--- src/logic/dmsdp_cfg.svh ---
// Constants for the dual mode serial data path.
// Assumes inclusion by the package and the top module.
`ifndef DMSDP_CFG_SVH
`define DMSDP_CFG_SVH
`define DMSDP_TX_RESET 8'hFF
`define DMSDP_OVERSAMPLE 16
`define DMSDP_OS_HALF 8
`define DMSDP_PAR_NONE 2'h0
`define DMSDP_PAR_ZERO 2'h1
`define DMSDP_PAR_ODD 2'h2
`define DMSDP_PAR_EVEN 2'h3
`define DMSDP_BRG_RESET 8'h0F
`endif

--- src/logic/dmsdp_pkg.sv ---
// Types shared by the serial data path files.
// Assumes dmsdp_cfg.svh is on the include path.
`include "dmsdp_cfg.svh"
package dmsdp_pkg;
   typedef enum logic [1:0] {DMSDP_STOP, DMSDP_UART, DMSDP_CSI} dmsdp_mode_t;
   typedef struct packed {
      dmsdp_mode_t mode;
      logic [1:0] parity_sel;
      logic char_length_sel;
      logic stop_length_sel;
      logic lsb_first;
      logic csi_int_clk;
      logic ext_baud;
      logic [7:0] baud_div;
   } dmsdp_cfg_t;
   typedef struct packed {
      logic parity_err;
      logic framing_err;
      logic overrun_err;
   } dmsdp_err_t;
   typedef struct packed {
      logic [7:0] cnt;
      logic tick;
      logic pin_q;
   } dmsdp_brg_state_t;
endpackage

--- src/logic/dmsdp_top.sv ---
// Data path of a three-mode serial port: stop, UART and 3-wire clocked.
// Assumes synchronous pins and a CPU register port with one-cycle strobes.
`timescale 1ns/100ps
`default_nettype none
`include "dmsdp_cfg.svh"
// Summary of operation
// (RULE_01) Three modes: stopped, asynchronous start-bit framed, clocked 3-wire.
// (RULE_02) Stopped mode does no transfer and holds logic idle.
// (RULE_03) UART sends and receives a byte after a start bit, full duplex.
// (RULE_04) UART timing from internal baud divider or divided external clock pin.
// (RULE_05) 3-wire mode moves 8-bit words on clock, data in, data out.
// (RULE_06) 3-wire mode shifts out and in during the same transfer.
// (RULE_07) Software picks MSB-first or LSB-first in 3-wire mode.
// (RULE_08) Transmit data is loaded then shifted out bit by bit.
// (RULE_09) Seven-bit characters send only bits 0 to 6.
// (RULE_10) Writing the transmit register starts the transfer.
// (RULE_11) Transmit register is write-only, 8-bit, reset to all ones.
// (RULE_12) Software must not write the transmit register while busy.
// (RULE_13) Transmit register and receive buffer share one address; reads give buffer.
// (RULE_14) Receive shifter assembles bits and copies each full character to buffer.
// (RULE_15) Receive shifter is not software accessible.
// (RULE_16) Seven-bit received characters fill bits 0 to 6; MSB reads zero.
// (RULE_17) Receive buffer read-only; writes there load the transmit register.
// (RULE_18) Receive buffer is undefined after reset.
// (RULE_19) UART transmit adds start, optional parity and stop bits.
// (RULE_20) UART receive flags parity and other errors in the error register.
// (RULE_21) Parity select: none, zero no check, odd, even.
// (RULE_22) Character length 7 or 8 bits; stop length 1 or 2 bits.
// (RULE_23) Receiver finds falling start edge and samples bit centres.
module dmsdp_top (
   // Clock and reset
   input wire logic clk_sys_i,
   input wire logic nrst_i,
   // Configuration
   input wire dmsdp_pkg::dmsdp_cfg_t cfg_i,
   // Data register port
   input wire logic data_wr_i,
   input wire logic data_rd_i,
   input wire logic [7:0] data_wdata_i,
   output logic [7:0] data_rdata_o,
   // Error register port
   input wire logic err_rd_i,
   output dmsdp_pkg::dmsdp_err_t async_error_reg_o,
   // Status
   output logic tx_busy_o,
   output logic rx_done_o,
   // Pins
   input wire logic async_clock_in_pin_i,
   input wire logic rx_line_pin_i,
   input wire logic serial_clock_pin_i,
   output logic serial_clock_pin_o,
   output logic serial_clock_pin_oe_o,
   output logic tx_line_pin_o
);
   import dmsdp_pkg::*;
   typedef enum logic [1:0] {TX_IDLE, TX_SHIFT, TX_PAR, TX_STOP} dmsdp_tx_t;
   typedef enum logic [1:0] {RX_IDLE, RX_START, RX_DATA, RX_TAIL} dmsdp_rx_t;
   typedef struct packed {
      dmsdp_tx_t tx_st;
      logic [7:0] transmit_shift_reg;
      logic [3:0] tx_bits;
      logic [3:0] tx_os;
      logic tx_par;
      logic tx_stop2;
      dmsdp_rx_t rx_st;
      logic [7:0] receive_shift_reg;
      logic [3:0] rx_bits;
      logic [3:0] rx_os;
      logic rx_par;
      logic [7:0] receive_buffer_reg;
      dmsdp_err_t err;
      logic rx_done;
      logic line_q;
      logic sck_q;
      logic sck_out;
      logic tx_out;
      logic tx_busy;
      logic sck_oe;
   } dmsdp_state_t;
   dmsdp_state_t s_reg, s_next;
   logic tick;
   logic uart_on;
   logic csi_on;
   logic [3:0] nbits;
   logic sck_rise;
   logic sck_fall;
   logic out_bit;
   logic in_bit;
   logic par_calc;
   // ****************
   // Baud source
   // ****************
   assign uart_on = (cfg_i.mode == DMSDP_UART); // (RULE_01)
   assign csi_on = (cfg_i.mode == DMSDP_CSI);
   dmsdp_baud_gen u_brg (
      .clk_sys_i(clk_sys_i),
      .nrst_i(nrst_i),
      .enable_i(uart_on | (csi_on & cfg_i.csi_int_clk)), // (RULE_02)
      .ext_sel_i(uart_on & cfg_i.ext_baud),
      .div_i(cfg_i.baud_div),
      .async_clock_in_pin_i(async_clock_in_pin_i),
      .tick_o(tick)
   );
   // ****************
   // Next state
   // ****************
   always_comb begin
      s_next = s_reg;
      s_next.rx_done = 1'b0;
      s_next.line_q = rx_line_pin_i;
      s_next.sck_q = csi_on ? (cfg_i.csi_int_clk ? s_reg.sck_out : serial_clock_pin_i) : 1'b1;
      nbits = (uart_on && !cfg_i.char_length_sel) ? 4'd7 : 4'd8; // (RULE_22)
      sck_rise = s_next.sck_q & ~s_reg.sck_q;
      sck_fall = ~s_next.sck_q & s_reg.sck_q;
      out_bit = (csi_on && !cfg_i.lsb_first) ? s_reg.transmit_shift_reg[7]
                                             : s_reg.transmit_shift_reg[0]; // (RULE_07)
      in_bit = csi_on ? rx_line_pin_i : s_reg.line_q;
      par_calc = 1'b0;
      if (err_rd_i) begin
         s_next.err = '0;
      end
      if (cfg_i.mode == DMSDP_STOP) begin
         s_next.tx_st = TX_IDLE; // (RULE_02)
         s_next.rx_st = RX_IDLE;
         s_next.tx_out = 1'b1;
         s_next.sck_out = 1'b1;
      end else if (csi_on) begin
         // 3-wire: out on falling, in on rising
         if (s_reg.tx_st == TX_SHIFT && cfg_i.csi_int_clk && tick &&
             !(sck_rise && s_reg.tx_bits == 4'd7)) begin
            s_next.sck_out = ~s_reg.sck_out; // (RULE_05)
         end
         if (s_reg.tx_st == TX_SHIFT && sck_fall) begin
            s_next.tx_out = out_bit; // (RULE_08)
         end
         if (s_reg.tx_st == TX_SHIFT && sck_rise) begin
            s_next.transmit_shift_reg = cfg_i.lsb_first
               ? {in_bit, s_reg.transmit_shift_reg[7:1]}
               : {s_reg.transmit_shift_reg[6:0], in_bit}; // (RULE_06)
            s_next.tx_bits = s_reg.tx_bits + 4'd1;
            if (s_reg.tx_bits == 4'd7) begin
               s_next.tx_st = TX_IDLE;
               s_next.receive_buffer_reg = s_next.transmit_shift_reg; // (RULE_14)
               s_next.rx_done = 1'b1;
            end
         end
      end else begin
         // UART transmitter, 16 ticks a bit
         if (s_reg.tx_st != TX_IDLE && tick) begin
            s_next.tx_os = s_reg.tx_os + 4'd1;
            if (s_reg.tx_os == 4'(`DMSDP_OVERSAMPLE - 1)) begin
               unique case (s_reg.tx_st)
                  TX_SHIFT: begin
                     if (s_reg.tx_bits == nbits) begin
                        if (cfg_i.parity_sel == `DMSDP_PAR_NONE) begin
                           s_next.tx_st = TX_STOP;
                           s_next.tx_out = 1'b1;
                        end else begin
                           s_next.tx_st = TX_PAR; // (RULE_21)
                           unique case (cfg_i.parity_sel)
                              `DMSDP_PAR_ODD: s_next.tx_out = ~s_reg.tx_par;
                              `DMSDP_PAR_EVEN: s_next.tx_out = s_reg.tx_par;
                              default: s_next.tx_out = 1'b0;
                           endcase
                        end
                     end else begin
                        s_next.tx_out = s_reg.transmit_shift_reg[0]; // (RULE_09)
                        s_next.tx_par = s_reg.tx_par ^ s_reg.transmit_shift_reg[0];
                        s_next.transmit_shift_reg = {1'b1, s_reg.transmit_shift_reg[7:1]};
                        s_next.tx_bits = s_reg.tx_bits + 4'd1;
                     end
                  end
                  TX_PAR: begin
                     s_next.tx_st = TX_STOP;
                     s_next.tx_out = 1'b1;
                  end
                  TX_STOP: begin
                     if (cfg_i.stop_length_sel && !s_reg.tx_stop2) begin
                        s_next.tx_stop2 = 1'b1; // (RULE_22)
                     end else begin
                        s_next.tx_st = TX_IDLE;
                     end
                  end
                  default: s_next.tx_st = TX_IDLE;
               endcase
            end
         end
         // UART receiver, runs beside the transmitter
         unique case (s_reg.rx_st) // (RULE_03)
            RX_IDLE: begin
               if (s_reg.line_q && !rx_line_pin_i) begin
                  s_next.rx_st = RX_START; // (RULE_23)
                  s_next.rx_os = 4'd0;
                  s_next.rx_bits = 4'd0;
                  s_next.rx_par = 1'b0;
               end
            end
            RX_START: begin
               if (tick) begin
                  s_next.rx_os = s_reg.rx_os + 4'd1;
                  if (s_reg.rx_os == 4'(`DMSDP_OS_HALF - 1)) begin
                     s_next.rx_os = 4'd0;
                     s_next.rx_st = in_bit ? RX_IDLE : RX_DATA;
                  end
               end
            end
            RX_DATA, RX_TAIL: begin
               if (tick) begin
                  s_next.rx_os = s_reg.rx_os + 4'd1;
                  if (s_reg.rx_os == 4'(`DMSDP_OVERSAMPLE - 1)) begin // (RULE_23)
                     s_next.rx_bits = s_reg.rx_bits + 4'd1;
                     if (s_reg.rx_st == RX_DATA) begin
                        s_next.receive_shift_reg = (nbits == 4'd7)
                           ? {1'b0, in_bit, s_reg.receive_shift_reg[6:1]}
                           : {in_bit, s_reg.receive_shift_reg[7:1]}; // (RULE_16)
                        s_next.rx_par = s_reg.rx_par ^ in_bit;
                        if (s_reg.rx_bits == nbits - 4'd1) begin
                           s_next.rx_st = RX_TAIL;
                           s_next.rx_bits = 4'd0;
                        end
                     end else if (s_reg.rx_bits == 4'd0 &&
                                  cfg_i.parity_sel[1]) begin
                        // Parity result held, flagged with the stop bit
                        par_calc = s_reg.rx_par ^ in_bit;
                        s_next.rx_par = (par_calc != (cfg_i.parity_sel == `DMSDP_PAR_ODD));
                     end else if (s_reg.rx_bits == 4'd0 &&
                                  cfg_i.parity_sel == `DMSDP_PAR_ZERO) begin
                        s_next.rx_par = s_reg.rx_par;
                     end else begin
                        s_next.rx_st = RX_IDLE;
                        s_next.receive_buffer_reg = s_reg.receive_shift_reg; // (RULE_14)
                        s_next.rx_done = 1'b1;
                        if (!in_bit) begin
                           s_next.err.framing_err = 1'b1; // (RULE_20)
                        end
                        if (s_reg.rx_par && cfg_i.parity_sel[1]) begin
                           s_next.err.parity_err = 1'b1; // (RULE_20)
                        end
                        if (s_reg.rx_done) begin
                           s_next.err.overrun_err = 1'b1;
                        end
                     end
                  end
               end
            end
            default: s_next.rx_st = RX_IDLE;
         endcase
      end
      // Write strobe loads transmit register and, outside stopped mode, starts
      if (data_wr_i) begin // (RULE_17)
         s_next.transmit_shift_reg = data_wdata_i; // (RULE_10)
         if (uart_on || csi_on) begin
            s_next.tx_st = TX_SHIFT;
            s_next.tx_bits = 4'd0;
            s_next.tx_os = 4'd0;
            s_next.tx_par = 1'b0;
            s_next.tx_stop2 = 1'b0;
            if (uart_on) begin
               s_next.tx_out = 1'b0; // (RULE_19)
            end
         end
      end
      s_next.tx_busy = (s_next.tx_st != TX_IDLE);
      s_next.sck_oe = csi_on & cfg_i.csi_int_clk;
   end
   // ****************
   // Registers
   // ****************
   always_ff @(posedge clk_sys_i or negedge nrst_i) begin
      if (!nrst_i) begin
         s_reg <= '0; // (RULE_18)
         s_reg.transmit_shift_reg <= `DMSDP_TX_RESET; // (RULE_11)
         s_reg.line_q <= 1'b1;
         s_reg.sck_q <= 1'b1;
         s_reg.sck_out <= 1'b1;
         s_reg.tx_out <= 1'b1;
      end else begin
         s_reg <= s_next;
      end
   end
   // ****************
   // Outputs
   // ****************
   assign data_rdata_o = s_reg.receive_buffer_reg; // (RULE_13) (RULE_15)
   assign async_error_reg_o = s_reg.err;
   assign tx_busy_o = s_reg.tx_busy;
   assign rx_done_o = s_reg.rx_done;
   assign serial_clock_pin_o = s_reg.sck_out;
   assign serial_clock_pin_oe_o = s_reg.sck_oe;
   assign tx_line_pin_o = s_reg.tx_out;
endmodule
`default_nettype wire

--- src/logic/dmsdp_baud_gen.sv ---
// Baud tick source: internal divider or divided external clock pin.
// Assumes the pin is synchronous to clk_sys_i.
`timescale 1ns/100ps
`default_nettype none
module dmsdp_baud_gen (
   // Clock and reset
   input wire logic clk_sys_i,
   input wire logic nrst_i,
   // Control
   input wire logic enable_i,
   input wire logic ext_sel_i,
   input wire logic [7:0] div_i,
   input wire logic async_clock_in_pin_i,
   // Tick
   output logic tick_o
);
   import dmsdp_pkg::*;
   dmsdp_brg_state_t st_reg, st_next;
   logic step;
   // ****************
   // Divider
   // ****************
   always_comb begin
      st_next = st_reg;
      st_next.pin_q = async_clock_in_pin_i;
      st_next.tick = 1'b0;
      step = ext_sel_i ? (async_clock_in_pin_i & ~st_reg.pin_q) : 1'b1; // (RULE_04)
      if (!enable_i) begin
         st_next.cnt = 8'h00;
      end else if (step) begin
         if (st_reg.cnt >= div_i) begin
            st_next.cnt = 8'h00;
            st_next.tick = 1'b1;
         end else begin
            st_next.cnt = st_reg.cnt + 8'h01;
         end
      end
   end
   always_ff @(posedge clk_sys_i or negedge nrst_i) begin
      if (!nrst_i) begin
         st_reg <= '0;
      end else begin
         st_reg <= st_next;
      end
   end
   assign tick_o = st_reg.tick;
endmodule
`default_nettype wire

--- config.mk ---
export PLATFORM = sky130hd
export DESIGN_NAME = dmsdp_top
export DESIGN_NICKNAME = d
export VERILOG_FILES = /design/src/logic/dmsdp_pkg.sv /design/src/logic/dmsdp_top.sv /design/src/logic/dmsdp_baud_gen.sv
export VERILOG_INCLUDE_DIRS = /design/src /design/src/logic
export SDC_FILE = /design/constraint.sdc
export NUM_CORES = 1
export LEC_CHECK = 0
export BUFFER_PORTS_ARGS = -buffer_cell sky130_fd_sc_hd__buf_4
export CAP_MARGIN = 40
export CORE_MARGIN = 3
export CORE_UTILIZATION = 53
export DETAILED_ROUTE_END_ITERATION = 12
export GPL_ROUTABILITY_DRIVEN = 1
export HOLD_SLACK_MARGIN = 0.05
export PLACE_DENSITY = 0.76
export RECOVER_POWER = 25
export SLEW_MARGIN = 30
export SYNTH_ARGS = -nofsm -noshare
export SYNTH_HDL_FRONTEND = slang
export SYNTH_HIERARCHICAL = 1
export SYNTH_SLANG_ARGS = --single-unit
--- constraint.sdc ---
create_clock -name clk_sys_i -period 2.5 [get_ports clk_sys_i]
set_clock_uncertainty 0.2 [all_clocks]
set_input_delay 0.5 -clock clk_sys_i [delete_from_list [all_inputs] [get_ports clk_sys_i]]
set_output_delay 0.5 -clock clk_sys_i [all_outputs]
set_load 0.05 [all_outputs]
==> results of run 1 <==
[power groups by stage]
stage	combinational, mW	sequential [mW]	clock [mW]
floorplan	0.284	1.20	0
global placement	0.501	1.19	0
detailed placement	0.517	1.19	0
CTS	0.522	1.17	1.04
global route	0.582	1.18	1.09
finish	0.523	1.18	1.03
[through the flow]
| step | instance area, um2 | utilization, % | instances |
|---|---|---|---|
| finish | 5090 | 68.3 | 617 |
| detailed placement | 4840 | 65.0 | 600 |
| global placement | 4840 | 65.0 | 600 |
| CTS | 5080 | 68.2 | 617 |
| floorplan | 4190 | - | 435 |
| global route | 5090 | 68.3 | 617 |
[final cells by class]
cell class              count  area [um2]
repair buffers             93         691
clock buffers               9         124
multi-input cells         310        2230
fillers                   628        2360
flip-flops and latches     67        1690
clock inverters             7         100
inverters                  32         123
well taps                  99         124
[final timing paths]
| kind | end | slack, ns | depth (start not counted) |
|---|---|---|---|
| max in group asynchronous | s_reg[52]$_DFFE_PN1P_ | 0.63 | 3 |
| worst max-delay path | s_reg[35]$_DFFE_PN0P_ | 0.1 | 10 |
| worst min-delay path | u_brg/st_reg[0]$_DFF_PN0_ | 0.09 | 1 |
| worst min register to register | data_rdata_o[5]$_DFFE_PN0P_ | 0.31 | 1 |
| worst max register to register | s_reg[35]$_DFFE_PN0P_ | 0.1 | 10 |
| min in group asynchronous | s_reg[22]$_DFFE_PN0P_ | 0.63 | 2 |
[cells in the mapped netlist (all sizes together), types with 4 or more instances]
cell type and number:
nor2 37, and2 9, buf 16, xnor2 5, o31ai 13, nand4 6
a22o 12, mux2i 7, nand3 14, nor4 4, and3 4, mux2 22
dfstp 12, clkbuf 10, a211oi 6, nand2b 6, o21ai 21, inv 32
dfrtp 55, nor3 8, nand2 41, ha 21, xor2 7, a21oi 7
[cell usage in the layout, fill, tap and decap left out, types with 13 or more instances in the layout]
cell / count
inv_1: 31
dfrtp_1: 55
nor2_1: 36
buf_4: 88
mux2_2: 22
ha_1: 21
nand2_1: 41
o31ai_1: 13
o21ai_0: 18
[routing by layer]
layer	track usage (%)	part of all wire [%]
met1	31.1	45
met2	37.2	49
met3	4.46	4.8
met4	6.37	1.2
met5	0	0
[worst max-delay path, delay by kind of cell (launching register included)]
family / cells / cell delay [ns]
and+or+nand+nor: 3 / 0.59
buffers and inverters: 4 / 0.53
AOI/OAI and AO/OA: 2 / 0.41
DFF: 1 / 0.38
adders and majority gates: 1 / 0.16
[kinds of logic (layout without fill, tap and decap cells)]
group           count (synthesis)  after routing  synth area share [%]
simple gates                  154            154                  19.3
compound gates                 94             94                  17.2
flops                          67             67                  40.4
buf+inv                        58            141                  6.72
mux                            29             29                  7.59
fa+ha+maj                      21             21                  6.27
xor+xnor                       12             12                  2.51
[repair_timing]
action                     in CTS  in global routing
hold endpoints to repair       34                  0
buffers inserted                0                  0
resized for setup               2                  3
hold buffers                    1                  0
setup endpoints to repair      11                 11
==> impl_metrics.tcl, run 1 <==
set metrics [dict create \
    clock-sinks 67 \
    p_leak_nw 2.43 \
    drtIter0Drc 177 \
    yosysTopAreaCell "dfrtp_1" \
    setup-tns-final_ns 0 \
    power_mw 2.73 \
    ioPinCount 49 \
    r2r_start "s_reg[23]$_DFFE_PN0P_" \
    grt_pass1_wl_um 16200 \
    startpoint "s_reg[23]$_DFFE_PN0P_" \
    fin_hold_ws_ns 0.0902 \
    p_per_area_nw_per_um2 536 \
    criticalPathCategory "flip-flop to flip-flop" \
    syn2layout_area_growth_pct 21.5 \
    syn-num-nets 489 \
    hold_viol_final 0 \
    hold_class "input pin to flip-flop" \
    wl_per_cell_um 15.6 \
    hp-start "async_clock_in_pin_i" \
    synth_async_sr_flop_share_pct 100 \
    diodes 0 \
    grt_max_degree 40 \
    critPathCaptureType "flip-flop" \
    chipWidth_um 94.9 \
    drtPass1Iterations 4 \
    synth_top_cell_area_share_pct 32.9 \
    irDropWorstVdd_mv 0.379 \
    cp_slowest_stage_delay_ns 0.40 \
    via_per_inst 5.82 \
    dieArea_um2 9000 \
    nNetsFinal 567 \
    clockPowerShare_pct 37.7 \
    p_switching_uw 798 \
    cts_tree "done" \
    drive_gt1_share_pct 31.5 \
    largest_register_ffs 41 \
    power_frac_seq_pct 43.1 \
    cpMostUsedCell "buf_4" \
    synth-edff-count 0 \
    slew_viol_final 0 \
    routed_wl_um 9650 \
    track_usage_pct 22.9 \
    yosysUniqueCellTypes 75 \
    yosysWarningCount 6 \
    cts_htree_levels 3 \
    antenna_found_initial 0 \
    synth-seq-cells 67 \
    pre_cts_slack_ns -0.102 \
    crit_path_start_kind "flip-flop" \
    insertion_delay_ns 0.35 \
    synth.avg_cell_area_um2 9.63 \
    gp_congestion 0.879 \
    io_buffers 47 \
    drcViolationCount 0 \
    yosys-top-cells-area "dfrtp_1, dfstp_2, ha_1" \
    clock_path_buffers 2 \
    setup_viol_count_final 0 \
    dp.final_hpwl_um 7290 \
    maxSlewHeadroom_pct 35.5 \
    cp_max_fo 3 \
    max_freq_ghz 0.417 \
    grt_pass1_vias 3452 \
    ys_seq_area_share_pct 40.4 \
    vias 3594 \
    intPower_mw 1.93 \
    max_cap_violations 0 \
    cts_buffers 9 \
    syn-cell-area_um2 4190 \
    grt-ovfl-total 0 \
    ant_nets 0 \
    pwr-share-comb_pct 19.2 \
    rows 31 \
    crit_chain "inv_1, ha_1, or3b_1, o21ai_1, buf_4, o211a_1, buf_4, nor3_1, buf_4, nand3b_1" \
    run_status "finished clean" \
    core_um2 7450 \
    critPathRequiredTime_ns 2.52 \
    fin_crit_ns 2.40 \
    timing.final.ws_setup_ns 0.0992 \
    tightestPinTransition_ns 0.968 \
    clk_pin_slew_ns 0.08 \
    start_util_pct 56.2 \
    crit_arrival_ns 2.42 \
    slowest_stage "or3b_1" \
    syn_inst 435 \
    timing.final.crit_share_pct 96.0 \
    die_h_um 94.9 \
    p_sw_share_pct 29.3 \
    root_buffer "clkbuf_8" \
    synthFlopType "dfrtp_1" \
]
No activity file was read; power rests on OpenSTA's default activity.
==> run 2: changes to the inputs <==
--- a/config.mk
+++ b/config.mk
@@ -13,6 +13,7 @@
 export DETAILED_ROUTE_END_ITERATION = 12
 export GPL_ROUTABILITY_DRIVEN = 1
 export HOLD_SLACK_MARGIN = 0.05
+export MAX_ROUTING_LAYER = met4
 export PLACE_DENSITY = 0.76
 export RECOVER_POWER = 25
 export SLEW_MARGIN = 30
==> run 2 against run 1 <==
  * Sequential power about the same
  * Sequential share of layout area unchanged
  * Non-clock buffer count unchanged
  * Wire length about the same
  * Global-route usage increased by 0.67 points
  * First-iteration DRC count increased by 7.3%
  * Setup slack about the same
  * Combinational power about the same
  * Fmax about the same
  * Via count about the same
==> impl_metrics.tcl, run 2 (synthesis gave the netlist of run 1 again) <==
set metrics [dict create \
    run_status "finished clean" \
    chipWidth_um 94.9 \
    fin_util_pct 68.3 \
    r2r_slack_ns 0.1 \
    crit_path_start_kind "flip-flop" \
    diodes 0 \
    routed_wl_um 9650 \
    rows 31 \
    grt-ovfl-total 0 \
    setup-tns-final_ns 0 \
    io_buffers 47 \
    insertion_delay_ns 0.35 \
    dp.final_hpwl_um 7290 \
    critPathRequiredTime_ns 2.52 \
    stdcell_count 617 \
    fillCellCount 628 \
    postCtsSetupBuffers 0 \
    drcViolationCount 0 \
    grt_max_degree 40 \
    dp.cells 600 \
    fin_hold_ws_ns 0.0917 \
    cts_buffers 9 \
    clock-sinks 67 \
    grt_pass1_vias 3454 \
    setup_viol_count_final 0 \
    via_per_inst 5.82 \
    die_h_um 94.9 \
    dieArea_um2 9000 \
    nNetsFinal 567 \
    timing.final.ws_setup_ns 0.0990 \
    criticalPathCategory "flip-flop to flip-flop" \
    start_util_pct 56.2 \
    root_buffer "clkbuf_8" \
    p_per_area_nw_per_um2 536 \
    tightestPinTransition_ns 0.965 \
    p_leak_nw 2.43 \
    maxSlewHeadroom_pct 35.7 \
    max_cap_violations 0 \
    wl_per_cell_um 15.6 \
    power_mw 2.73 \
    clock_path_buffers 2 \
    drtIter0Drc 190 \
    cts_tree "done" \
    ioPinCount 49 \
    max_freq_ghz 0.416 \
    clk_pin_slew_ns 0.08 \
    irDropWorstVdd_mv 0.378 \
    critPathCaptureType "flip-flop" \
    vias 3593 \
    final_common_cell "buf_4" \
    crit_arrival_ns 2.42 \
    fin_crit_ns 2.40 \
    ant_nets 0 \
    cts_htree_levels 3 \
    gp_congestion 0.893 \
    slew_viol_final 0 \
    hold_viol_final 0 \
    timing.final.crit_share_pct 96.0 \
    drtPass1Iterations 5 \
    pre_cts_slack_ns -0.102 \
    largest_register_ffs 41 \
    grt_pass1_wl_um 16200 \
    antenna_found_initial 0 \
    cp_max_fo 3 \
    final_area_um2 5090 \
    final_cell_mix "buf_4, dfrtp_1, nand2_1, nor2_1, inv_1" \
    hold_class "input pin to flip-flop" \
    drive_gt1_share_pct 31.5 \
    syn2layout_area_growth_pct 21.5 \
    core_um2 7450 \
    post_dp_cell_area_um2 4840 \
    track_usage_pct 23.5 \
]
[run 2: repair_timing]
| action | CTS | global route |
|---|---|---|
| gates cloned | 0 | 0 |
| endpoints found under the hold margin | 34 | 0 |
| endpoints found under the setup margin | 11 | 11 |
| hold buffers | 1 | 0 |
| gates resized for setup | 2 | 3 |
[run 2: critical path, cell delays in order (launching register included)]
cell      delay (ns)
dfrtp_1         0.38
inv_1           0.11
ha_1            0.16
or3b_1          0.40
o21ai_1         0.25
buf_4           0.16
o211a_1         0.16
buf_4           0.12
nor3_1          0.04
buf_4           0.14
nand3b_1        0.15
[run 2: path summary, 6_finish.rpt]
check,from,to,depth (start not counted)
max,s_reg[23]$_DFFE_PN0P_,s_reg[35]$_DFFE_PN0P_,10
min,async_clock_in_pin_i,u_brg/st_reg[0]$_DFF_PN0_,1
max reg2reg,s_reg[23]$_DFFE_PN0P_,s_reg[35]$_DFFE_PN0P_,10
min reg2reg,data_rdata_o[2]$_DFFE_PN0P_,data_rdata_o[2]$_DFFE_PN0P_,1
max in group asynchronous,nrst_i,s_reg[52]$_DFFE_PN1P_,3
min in group asynchronous,nrst_i,s_reg[22]$_DFFE_PN0P_,2
[run 2: power by group]
group | switching, mW | internal, mW
Sequential | 0.0369 | 1.14
Clock | 0.458 | 0.568
Combinational | 0.302 | 0.222
[run 2: per-layer routing]
layer  share of wire (%)  wire [um]  up-vias  GRT usage [%]
li1                    -          -     1722              -
met1                  45       4310     1758           31.0
met2                  48       4680       99           37.3
met3                 5.3        516       14           4.46
met4                 1.5        140        0           6.37
met5                   0          0        -              -
[run 2: final cells by class]
type                       count  area (um2)  share of cell area [%]
clock buffer                   9         124                    2.44
sequential                    67        1690                    33.3
clock inverter                 7         100                    1.97
multi-input combinational    310        2230                    43.9
inverter                      32         123                    2.41
timing repair buffer          93         691                    13.6
tap                           99         124                    2.44
